**config.mk**
```make
export PLATFORM = sky130hd
export DESIGN_NAME = scjd_core
export DESIGN_NICKNAME = d
export VERILOG_FILES = /design/src/scjd_pkg.sv /design/src/scjd_decode.sv /design/src/scjd_core.sv
export VERILOG_INCLUDE_DIRS = /design/src
export SDC_FILE = /design/constraint.sdc
export NUM_CORES = 1
export LEC_CHECK = 0
export ABC_AREA = 1
export BUFFER_PORTS_ARGS = -buffer_cell sky130_fd_sc_hd__buf_2
export CAP_MARGIN = 40
export CELL_PAD_IN_SITES_DETAIL_PLACEMENT = 0
export CELL_PAD_IN_SITES_GLOBAL_PLACEMENT = 2
export CORE_ASPECT_RATIO = 2
export CORE_MARGIN = 4
export CORE_UTILIZATION = 20
export DETAILED_ROUTE_END_ITERATION = 12
export MAX_ROUTING_LAYER = met4
export PLACE_DENSITY_LB_ADDON = 0.08
export SYNTH_ARGS = -nofsm -noshare
export SYNTH_HDL_FRONTEND = slang
export SYNTH_SLANG_ARGS = --single-unit
```
**constraint.sdc**
```tcl
create_clock -name clk -period 1.5 [get_ports clk]
set_clock_uncertainty 0.15 [all_clocks]
set_input_delay 0 -clock clk [delete_from_list [all_inputs] [get_ports clk]]
set_output_delay 0 -clock clk [all_outputs]
set_load 0.1 [all_outputs]
```
**src/scjd_params.svh**
```systemverilog
// Constants for the start-condition jump decoder: opcode fields,
// field positions and reset values, all as macros.
// Assumes inclusion by bare name from the package and the design modules.
`ifndef SCJD_PARAMS_SVH
`define SCJD_PARAMS_SVH

// ----------------------------------------------------------------------
// Instruction word layout
// ----------------------------------------------------------------------
`define SCJD_WORD_W        16
`define SCJD_OPC_HI        15
`define SCJD_OPC_LO        11
`define SCJD_SEL_HI        10
`define SCJD_SEL_LO        5
`define SCJD_JREG_BIT      4
`define SCJD_TAIL_HI       3
`define SCJD_TAIL_LO       0
`define SCJD_OFS_HI        4
`define SCJD_OFS_LO        0
`define SCJD_OFS_W         5
`define SCJD_SEL_W         6

// ----------------------------------------------------------------------
// Opcode values
// ----------------------------------------------------------------------
`define SCJD_ABS_OPC       5'h07
`define SCJD_ABS_TAIL      4'h1
`define SCJD_REL_OPC       5'h01
`define SCJD_NO_START      6'h00

// ----------------------------------------------------------------------
// Reset values
// ----------------------------------------------------------------------
`define SCJD_PC_RST        0

`endif

```
**src/scjd_pkg.sv**
```systemverilog
// Types shared by the start-condition jump decoder modules.
// Assumes the constants header is on the include path.
`include "scjd_params.svh"

package scjd_pkg;

  // ----------------------------------------------------------------------
  // Decoded instruction class, one-hot
  // ----------------------------------------------------------------------
  typedef enum logic [2:0]
  {
    SCJD_KIND_OTHER = 3'b001,
    SCJD_KIND_ABS   = 3'b010,
    SCJD_KIND_REL   = 3'b100
  } scjd_kind_type;

endpackage

```
**src/scjd_decode.sv**
```systemverilog
// Pure field decoder for the two start-condition jumps.
// Assumes a stable instruction word on the same clock as the caller.
`timescale 1ns/10ps
`include "scjd_params.svh"

module scjd_decode
(
  input  wire logic [15:0]         instr_word,
  output scjd_pkg::scjd_kind_type  kind,
  output wire logic [5:0]          start_select,
  output wire logic                jump_reg_select,
  output wire logic [4:0]          rel_offset
);

  // ----------------------------------------------------------------------
  // Opcode match
  // ----------------------------------------------------------------------
  wire logic [4:0] opc;
  wire logic [3:0] tail;
  wire logic       is_abs;
  wire logic       is_rel;

  assign opc  = instr_word[`SCJD_OPC_HI:`SCJD_OPC_LO];
  assign tail = instr_word[`SCJD_TAIL_HI:`SCJD_TAIL_LO];
  // Tail must be checked: other far jumps share the 00111 prefix
  assign is_abs = (opc == `SCJD_ABS_OPC) && (tail == `SCJD_ABS_TAIL); // [RULE_07]
  assign is_rel = (opc == `SCJD_REL_OPC);                              // [RULE_08]

  assign kind = is_abs ? scjd_pkg::SCJD_KIND_ABS :
                is_rel ? scjd_pkg::SCJD_KIND_REL :
                         scjd_pkg::SCJD_KIND_OTHER;

  // ----------------------------------------------------------------------
  // Operand fields, same place in both formats
  // ----------------------------------------------------------------------
  assign start_select    = instr_word[`SCJD_SEL_HI:`SCJD_SEL_LO];   // [RULE_06]
  assign jump_reg_select = instr_word[`SCJD_JREG_BIT];              // [RULE_03]
  assign rel_offset      = instr_word[`SCJD_OFS_HI:`SCJD_OFS_LO];   // [RULE_05]

endmodule // scjd_decode

```
**src/scjd_core.sv**
```systemverilog
// Execute stage for the start-condition jumps: picks the next program
// counter from the decoded word, the latched starts and the jump registers.
// Assumes start latches, jump registers and fetch all run on clk.
//
// Operation
// RULE_01: Absolute jump taken loads the counter from the chosen jump register.
// RULE_02: Absolute target may be any code address; no range check applied.
// RULE_03: Bit 4 selects which jump register supplies the absolute target.
// RULE_04: Relative jump taken sets counter to instruction address plus offset.
// RULE_05: Offset is five-bit two's complement, range minus sixteen to fifteen.
// RULE_06: Six-bit start select, bit 0 is start 1; zero means none latched.
// RULE_07: Absolute form: bits 15..11 00111, select, register bit, tail 0001.
// RULE_08: Relative form: bits 15..11 00001, select, offset in bits 4..0.
// RULE_09: Condition false: either jump falls through to next sequential address.
`timescale 1ns/10ps
`include "scjd_params.svh"

module scjd_core
#(
  parameter int PC_W = 10
)
(
  input  wire logic            clk,
  input  wire logic            sys_rst,
  input  wire logic            clk_en,
  input  wire logic            instr_valid,
  input  wire logic [15:0]     instr_word,
  input  wire logic [PC_W-1:0] instr_addr,
  input  wire logic [5:0]      start_latched,
  input  wire logic [PC_W-1:0] jump_reg0,
  input  wire logic [PC_W-1:0] jump_reg1,
  output logic [PC_W-1:0]      microcore_program_counter,
  output logic                 pc_load,
  output logic                 branch_taken
);

  // ----------------------------------------------------------------------
  // Helpers
  // ----------------------------------------------------------------------
  // Modulo add keeps the counter wrapping inside the code space
  function automatic logic [PC_W-1:0] pc_add
  (
    input logic [PC_W-1:0] base,
    input logic [PC_W-1:0] delta
  );
    pc_add = base + delta;
  endfunction

  // ----------------------------------------------------------------------
  // Decode
  // ----------------------------------------------------------------------
  scjd_pkg::scjd_kind_type kind;
  wire logic [5:0]         start_select;
  wire logic               jump_reg_select;
  wire logic [4:0]         rel_offset;

  scjd_decode u_decode
  (
    .instr_word      (instr_word),
    .kind            (kind),
    .start_select    (start_select),
    .jump_reg_select (jump_reg_select),
    .rel_offset      (rel_offset)
  );

  // ----------------------------------------------------------------------
  // Condition and target selection
  // ----------------------------------------------------------------------
  wire logic            step;
  wire logic            is_jump;
  wire logic            cond_met;
  wire logic            take;
  wire logic [PC_W-1:0] abs_target;
  wire logic [PC_W-1:0] rel_delta;
  wire logic [PC_W-1:0] rel_target;
  wire logic [PC_W-1:0] seq_target;
  wire logic [PC_W-1:0] next_pc;

  assign step    = instr_valid && clk_en;
  assign is_jump = (kind != scjd_pkg::SCJD_KIND_OTHER);
  // Exact pattern match; all-zero select holds only with no start latched
  assign cond_met = (start_latched == start_select);          // [RULE_06]
  assign take     = is_jump && cond_met;

  // Full register width passes through, no range limit on the target
  assign abs_target = jump_reg_select ? jump_reg1 : jump_reg0; // [RULE_02] [RULE_03]
  // Sign extension from bit 4 gives the minus-sixteen..fifteen span
  assign rel_delta  = {{(PC_W-5){rel_offset[4]}}, rel_offset}; // [RULE_05]
  assign rel_target = pc_add(instr_addr, rel_delta);           // [RULE_04]
  assign seq_target = pc_add(instr_addr, PC_W'(1));            // [RULE_09]

  assign next_pc = !take                             ? seq_target : // [RULE_09]
                   (kind == scjd_pkg::SCJD_KIND_ABS) ? abs_target : // [RULE_01]
                                                       rel_target;  // [RULE_04]

  // ----------------------------------------------------------------------
  // Program counter register
  // ----------------------------------------------------------------------
  // Whole state holds while clk_en is low and sys_rst is low, so pc_load stretches too; sys_rst still clears it
  always_ff @(posedge clk)
  begin
    if (sys_rst)
    begin
      microcore_program_counter <= PC_W'(`SCJD_PC_RST);
      pc_load                   <= 1'b0;
      branch_taken              <= 1'b0;
    end
    else if (clk_en)
    begin
      pc_load <= instr_valid;
      if (instr_valid)
      begin
        microcore_program_counter <= next_pc; // [RULE_01] [RULE_04] [RULE_09]
        branch_taken              <= take;
      end
    end
  end

  // ----------------------------------------------------------------------
  // Assertions
  // ----------------------------------------------------------------------
  // Address of the last accepted word, kept only for the checks below;
  // it follows the same enable so a frozen stage keeps its reference
  logic [PC_W-1:0] last_addr;

  always_ff @(posedge clk)
  begin
    if (sys_rst)
      last_addr <= PC_W'(`SCJD_PC_RST);
    else if (step)
      last_addr <= instr_addr;
  end

  wire logic [PC_W-1:0] pc_diff;

  assign pc_diff = microcore_program_counter - last_addr;

  a_abs_load_target: assert property ( // [RULE_01]
    @(posedge clk) disable iff (sys_rst)
    (step && kind == scjd_pkg::SCJD_KIND_ABS && cond_met)
      |=> (branch_taken && pc_load &&
           microcore_program_counter == $past(abs_target)))
    else $error("absolute jump did not load the jump register value");

  a_abs_any_addr: assert property ( // [RULE_02]
    @(posedge clk) disable iff (sys_rst)
    (step && kind == scjd_pkg::SCJD_KIND_ABS && cond_met &&
     !jump_reg_select)
      |=> (microcore_program_counter == $past(jump_reg0)))
    else $error("absolute target was altered or limited");

  a_reg_select_one: assert property ( // [RULE_03]
    @(posedge clk) disable iff (sys_rst)
    (step && kind == scjd_pkg::SCJD_KIND_ABS && cond_met &&
     jump_reg_select)
      |=> (microcore_program_counter == $past(jump_reg1)))
    else $error("wrong jump register used for absolute target");

  a_rel_target_sum: assert property ( // [RULE_04]
    @(posedge clk) disable iff (sys_rst)
    (step && kind == scjd_pkg::SCJD_KIND_REL && cond_met)
      |=> (branch_taken &&
           pc_diff == {{(PC_W-5){$past(rel_offset[4])}},
                       $past(rel_offset)}))
    else $error("relative jump target is not address plus offset");

  a_rel_sign_back: assert property ( // [RULE_05]
    @(posedge clk) disable iff (sys_rst)
    (step && kind == scjd_pkg::SCJD_KIND_REL && cond_met &&
     rel_offset[4])
      |=> (pc_diff[PC_W-1:5] == {(PC_W-5){1'b1}}))
    else $error("negative relative offset did not move backwards");

  a_start_mismatch: assert property ( // [RULE_06]
    @(posedge clk) disable iff (sys_rst)
    (step && is_jump && start_latched != start_select)
      |=> !branch_taken)
    else $error("jump taken although start pattern differs");

  a_abs_decode_word: assert property ( // [RULE_07]
    @(posedge clk) disable iff (sys_rst)
    (instr_word[15:11] == 5'h07 && instr_word[3:0] == 4'h1)
      == (kind == scjd_pkg::SCJD_KIND_ABS))
    else $error("absolute start jump decoded wrongly");

  a_rel_decode_word: assert property ( // [RULE_08]
    @(posedge clk) disable iff (sys_rst)
    (instr_word[15:11] == 5'h01) == (kind == scjd_pkg::SCJD_KIND_REL) &&
    rel_offset == instr_word[4:0] && start_select == instr_word[10:5])
    else $error("relative start jump fields decoded wrongly");

  a_fall_through: assert property ( // [RULE_09]
    @(posedge clk) disable iff (sys_rst)
    (step && is_jump && !cond_met)
      |=> (!branch_taken && pc_load && pc_diff == PC_W'(1)))
    else $error("failed condition did not fall through");

  a_hold_frozen: assert property (
    @(posedge clk) disable iff (sys_rst)
    !clk_en |=> $stable(microcore_program_counter) && $stable(pc_load))
    else $error("state changed while clock enable was low");

endmodule // scjd_core

```
==> results_dict.tcl, run 1 <==
set metrics [dict create \
    status "completed" \
    dr.first_iter.drc_count 71 \
    antenna_found_initial 0 \
    worst_slew_pin_slew_ns 0.491 \
    ys_seq_area_share_pct 15.5 \
    min_path_type "input pin to flip-flop" \
    worstPathArrival_ns 1.36 \
    port-buffer-count 67 \
    reg2reg_to "microcore_program_counter[7]$_SDFFE_PP0P_" \
    yosysTopAreaCell "nand2_1" \
    r2r_start "microcore_program_counter[7]$_SDFFE_PP0P_" \
    yosysUniqueCellTypes 28 \
    drv_slew 0 \
    area_delta_synth_final_pct 52.3 \
    critical_path.max_fanout 3 \
    cts_buffer_depth 2 \
    die_area_sq_um 9290 \
    postRouteAntennaNets 0 \
    via_per_inst 4.16 \
    synth_area_leaders "nand2_1 22%, dfxtp_1 16%, inv_1 9.2%, ha_1 8.1%, nand3_1 6.8%" \
    start_util_pct 20.5 \
    fin_setup_tns_ns 0 \
    netlist_instances 271 \
    cts_inserted_buffers 3 \
    r2r_slack_ns 0.66 \
    synth-seq-cells 12 \
    finalSetupViolCount 0 \
    cts_sinks 12 \
    clkTransAtPathRegs_ns 0.05 \
    cap_violations 0 \
    setup.worst_path.class "input pin to flip-flop" \
    finalCriticalPeriod_ns 1.37 \
    hold_end "microcore_program_counter[1]$_SDFFE_PP0P_" \
    finalPower_mw 1.56 \
    mostFrequentLayoutCells "88 x nand2_1, 67 x buf_2, 38 x inv_1, 28 x nor2_1, 28 x buf_4" \
    swShare_pct 36.1 \
    power_frac_seq_pct 22.2 \
    layout.nets 438 \
    drc_errors 0 \
    hold_viol 0 \
    internal_power_mw 0.996 \
    multi_input_area_sq_um 1170 \
    p_clk_share_pct 35.8 \
    vias 1932 \
    dp_slack_ns -0.210 \
    grt_max_degree 12 \
    die_x_um 70.2 \
    dpl.hpwl_mm 5.12 \
    drive_gt1_share_pct 32.4 \
    endpoint_kind "flip-flop" \
    grt_usage_pct 13.0 \
    final_common_cell "nand2_1" \
    grt-ovfl-total 0 \
    setup_ws_ns 0.134 \
    grt_pass1_wl_mm 9.27 \
    routabilityCongestion 0.790 \
    vdd_ir_drop_max_v 0.000217 \
    fp.coreArea_sq_um 7540 \
    min_delay_path_depth 7 \
    powerDensity_nw_per_um2 663 \
    min_from "jump_reg0[1]" \
    first_pass_iters 4 \
    required_ns 1.49 \
    post_cts_buffers 0 \
    worstSetupStartpointType "input pin" \
    root_buffer "clkbuf_16" \
    cts_tree "yes" \
    yosys_warnings 0 \
    row_count 45 \
    synth_nets 338 \
    fp.dieH_um 132 \
    routedWlPerCell_um 12.4 \
    relSlewSlack_pct 67.5 \
    clock_latency_ns 0.24 \
    syn_area_sq_um 1550 \
    power_leakage_nw 1.35 \
    crit_path_start "instr_word[0]" \
    cts_htree_levels 1 \
    register_area_sq_um 241 \
    yosys.area.top_type_share_pct 21.8 \
    wl_mm 5.77 \
    num-fill-cells 897 \
    combPwrFrac_pct 42.0 \
    synth_area_per_cell_sq_um 5.71 \
    p_switching_mw 0.564 \
    io_pins 68 \
    fin_crit_sh_pct 91.0 \
    grt_pass1_vias 2056 \
    max_freq_mhz 732 \
    rsz0062_at_grt "false" \
    n_antenna_cell 0 \
    r2r_cells 4 \
]
[how the worst max path moves through the flow]
stage,end,slack (ns),cells past startpoint
final,microcore_program_counter[6]$_SDFFE_PP0P_,0.13,12
after global routing,microcore_program_counter[8]$_SDFFE_PP0P_,0.002,11
after CTS,microcore_program_counter[6]$_SDFFE_PP0P_,0.04,12
after detailed placement,microcore_program_counter[6]$_SDFFE_PP0P_,-0.21,12
after global placement,microcore_program_counter[6]$_SDFFE_PP0P_,-0.20,12
after floorplan,microcore_program_counter[6]$_SDFFE_PP0P_,0.03,11
[cells by family after synthesis]
group	after synthesis	share of synthesized area [%]
simple gates	159	44.3
buf+inv	43	11.1
compound gates	31	11.1
xor+xnor	13	7.36
flops	12	15.5
fa+ha+maj	11	9.39
mux	2	1.29
[per-stage QoR]
| step | utilization, % | area (sq um) | hold slack (ns) | cells |
|---|---|---|---|---|
| 6_report | 31.2 | 2350 | 0.0186 | 464 |
| 5_1_grt | 31.2 | 2350 | 0.0680 | 464 |
| 4_1_cts | 30.7 | 2320 | 0.0194 | 464 |
| 3_5_place_dp | 29.2 | 2200 | 0.112 | 457 |
| 3_3_place_gp | 29.2 | 2200 | 0.113 | 457 |
| 2_1_floorplan | - | 1550 | -0.0809 | 271 |
[metal layers]
layer	wire length, um	GRT usage (%)
met1	1980	11.4
met2	3500	27.3
met3	211	1.07
met4	85	4.48
met5	0	-
[final cells by class]
cell class	count	share of cell area (%)
flip-flops and latches	12	10.3
inverters	38	6.06
clock buffers	4	3.77
multi-input cells	216	49.5
repair buffers	100	25.4
well taps	94	4.99
[sequential cells by signal, summed over array words and instances, names as in the netlist]
register,cells
branch_taken,1
microcore_program_counter,10
pc_load,1
[cell usage after synthesis, drive strengths merged]
cell    instances
o21a            1
nor3            3
o21bai          1
nand3          21
o211ai          3
o21ai          12
fa              1
mux2i           2
dfxtp          12
nand4           6
ha             10
inv            38
xor2           10
xnor2           3
nand3b          3
or2             6
clkbuf          2
nand2          91
a21oi          14
nor2           29
buf             3
[power by group through the flow]
stage	combinational [mW]	sequential (mW)	clock [mW]
5_1_grt	0.733	0.349	0.575
2_1_floorplan	0.272	0.479	0
4_1_cts	0.656	0.347	0.571
3_3_place_gp	0.644	0.352	0
3_5_place_dp	0.647	0.353	0
6_report	0.655	0.347	0.558
[what timing repair did]
item	4_1_cts	5_1_grt
hold endpoints to repair	5	0
endpoints found under the setup margin	0	6
gates resized for setup	0	8
hold buffers	3	0
[critical path: stages]
cell	delay, ns
buf_2	0.11
ha_2	0.19
fa_2	0.34
nand2_2	0.09
nand2_2	0.07
nand3b_1	0.08
nand2_1	0.06
xor2_1	0.14
nor2_1	0.09
nor2_1	0.06
nor2_1	0.09
nor2_1	0.04
(Power assumes the default switching activity.)
==> run 2: changes to the inputs <==
- BUFFER_PORTS_ARGS: -buffer_cell sky130_fd_sc_hd__buf_2 -> default
- CORE_UTILIZATION: 20 -> 27
- DONT_BUFFER_PORTS: default -> 1
- PLACE_DENSITY_LB_ADDON: 0.08 -> 0.12
==> run 2 against run 1 <==
Effect of this change: utilization up 4.5 points; fmax grew 4.0%; global-route usage rose by 3.1 points; non-clock buffer count is 63 lower; wire length is 7.5% lower; clock power decreased by 46%; worst hold slack worse by 0.016 ns; register-to-register slack got worse by 0.40 ns; clock-buffer cell count is 1 lower; total power down 24%; via count shrank 11%.
==> results_dict.tcl, run 2 (synthesis results as in run 1) <==
set metrics [dict create \
    status "completed" \
    grt-ovfl-total 0 \
    cts_buffer_depth 2 \
    r2r_start "pc_load$_SDFFE_PP0P_" \
    vias 1723 \
    internal_power_mw 0.714 \
    finalCriticalPeriod_ns 1.31 \
    min_from "instr_word[4]" \
    dr.first_iter.drc_count 53 \
    cts_inserted_buffers 3 \
    power_leakage_nw 1.07 \
    powerDensity_nw_per_um2 605 \
    root_buffer "clkbuf_8" \
    r2r_cells 3 \
    drv_slew 0 \
    drive_gt1_share_pct 12.1 \
    setup.worst_path.class "input pin to flip-flop" \
    io_pins 68 \
    grt_usage_pct 16.1 \
    grt_pass1_vias 1716 \
    swShare_pct 40.0 \
    routedWlPerCell_um 14.6 \
    die_area_sq_um 7080 \
    power_frac_seq_pct 29.1 \
    first_pass_iters 4 \
    antenna_found_initial 0 \
    port-buffer-count 0 \
    routabilityCongestion 0.776 \
    worstPathArrival_ns 1.30 \
    area_delta_synth_final_pct 27.3 \
    required_ns 1.48 \
    fp.dieH_um 115 \
    postRouteAntennaNets 0 \
    fin_setup_tns_ns 0 \
    largest_reg_flops 10 \
    relSlewSlack_pct 73.9 \
    cts_sinks 12 \
    clkTransAtPathRegs_ns 0.05 \
    top_register "microcore_program_counter" \
    max_freq_mhz 762 \
    dpl.hpwl_mm 4.40 \
    via_per_inst 4.71 \
    cts_tree "yes" \
    mostFrequentLayoutCells "90 x nand2_1, 38 x inv_1, 28 x nor2_1, 21 x nand3_1, 20 x buf_4" \
    hold_end "microcore_program_counter[9]$_SDFFE_PP0P_" \
    post_cts_resized 0 \
    drc_errors 0 \
    finalPower_mw 1.19 \
    hold_viol 0 \
    grt_pass1_wl_mm 8.14 \
    cts_htree_levels 1 \
    clock_latency_ns 0.24 \
    fp.coreArea_sq_um 5520 \
    wl_mm 5.34 \
    n_antenna_cell 0 \
    grt_max_degree 16 \
    p_switching_mw 0.476 \
    reg2reg_to "pc_load$_SDFFE_PP0P_" \
    r2r_slack_ns 0.26 \
    critical_path.max_fanout 6 \
    die_x_um 61.5 \
    vdd_ir_drop_max_v 0.000603 \
    fin_crit_sh_pct 87.5 \
    endpoint_kind "flip-flop" \
    rsz0062_at_grt "false" \
    worst_slew_pin_slew_ns 0.389 \
    start_util_pct 28.0 \
    top_regs "microcore_program_counter (10), branch_taken (1), pc_load (1)" \
    p_clk_share_pct 25.6 \
    final_common_cell "nand2_1" \
    layout.nets 375 \
    worstSetupStartpointType "input pin" \
    row_count 38 \
    min_delay_path_depth 6 \
    finalSetupViolCount 0 \
    min_path_type "input pin to flip-flop" \
    cap_violations 0 \
    combPwrFrac_pct 45.3 \
]
==> run 2: cell count changes in the layout (fill, tap and decap cells not counted), moves of 3 or more <==
cell / change
buf_4: -8
buf_2: -67
dlygate4sd3_1: +13
clkbuf_16: -3
==> run 2: how the worst max path moves through the flow <==
stage	start	end	slack (ns)
finish	sys_rst	pc_load$_SDFFE_PP0P_	0.19
global route	instr_word[0]	microcore_program_counter[6]$_SDFFE_PP0P_	0.07
CTS	instr_word[0]	microcore_program_counter[6]$_SDFFE_PP0P_	0.17
detailed placement	instr_word[0]	microcore_program_counter[6]$_SDFFE_PP0P_	-0.08
global placement	instr_word[0]	microcore_program_counter[6]$_SDFFE_PP0P_	-0.07
floorplan	instr_word[0]	microcore_program_counter[6]$_SDFFE_PP0P_	0.03
==> run 2: worst max-delay path: stages <==
cell,delay (ns)
dlygate4sd3_1,0.68
a21oi_1,0.06
dlygate4sd3_1,0.55
==> run 2: power by group through the flow <==
stage                     registers [mW]  clock network [mW]  logic (mW)
after detailed placement           0.353                   0       0.502
after global placement             0.353                   0       0.503
after floorplan                    0.479                   0       0.272
final                              0.346               0.304       0.540
after global routing               0.349               0.322       0.603
after CTS                          0.347               0.308       0.547
==> run 2: area by class of cell <==
type                            instances  area [sq um]
Clock buffer                            3          41.3
Fill cell                             645          3550
Inverter                               38           143
Multi-Input combinational cell        216          1140
Sequential cell                        12           241
Tap cell                               60          75.1
Timing Repair Buffer                   37           330
==> run 2: repair_timing <==
item,CTS,global route
hold buffers,16,0
endpoints found under the hold margin,12,0
buffers inserted,0,0
==> run 2: stage by stage <==
| stage | hold slack [ns] | util [%] | cell area [sq um] | cells | setup WS (ns) |
|---|---|---|---|---|---|
| 2_1_floorplan | -0.0809 | - | 1550 | 271 | 0.0253 |
| 3_3_place_gp | -0.0795 | 32.0 | 1770 | 347 | -0.0710 |
| 3_5_place_dp | -0.0774 | 32.0 | 1770 | 347 | -0.0766 |
| 4_1_cts | 0.00365 | 35.7 | 1970 | 366 | 0.170 |
| 5_1_grt | 0.0509 | 35.7 | 1970 | 366 | 0.0743 |
| 6_report | 0.00260 | 35.7 | 1970 | 366 | 0.187 |
==> run 2: routing by layer <==
layer / vias to the layer above / track usage (%) / share of wire, %
met5: - / - / 0
met4: 0 / 5.95 / 1.6
met1: 746 / 15.0 / 35
met2: 46 / 31.1 / 58
li1: 927 / - / -
met3: 4 / 1.80 / 5.5
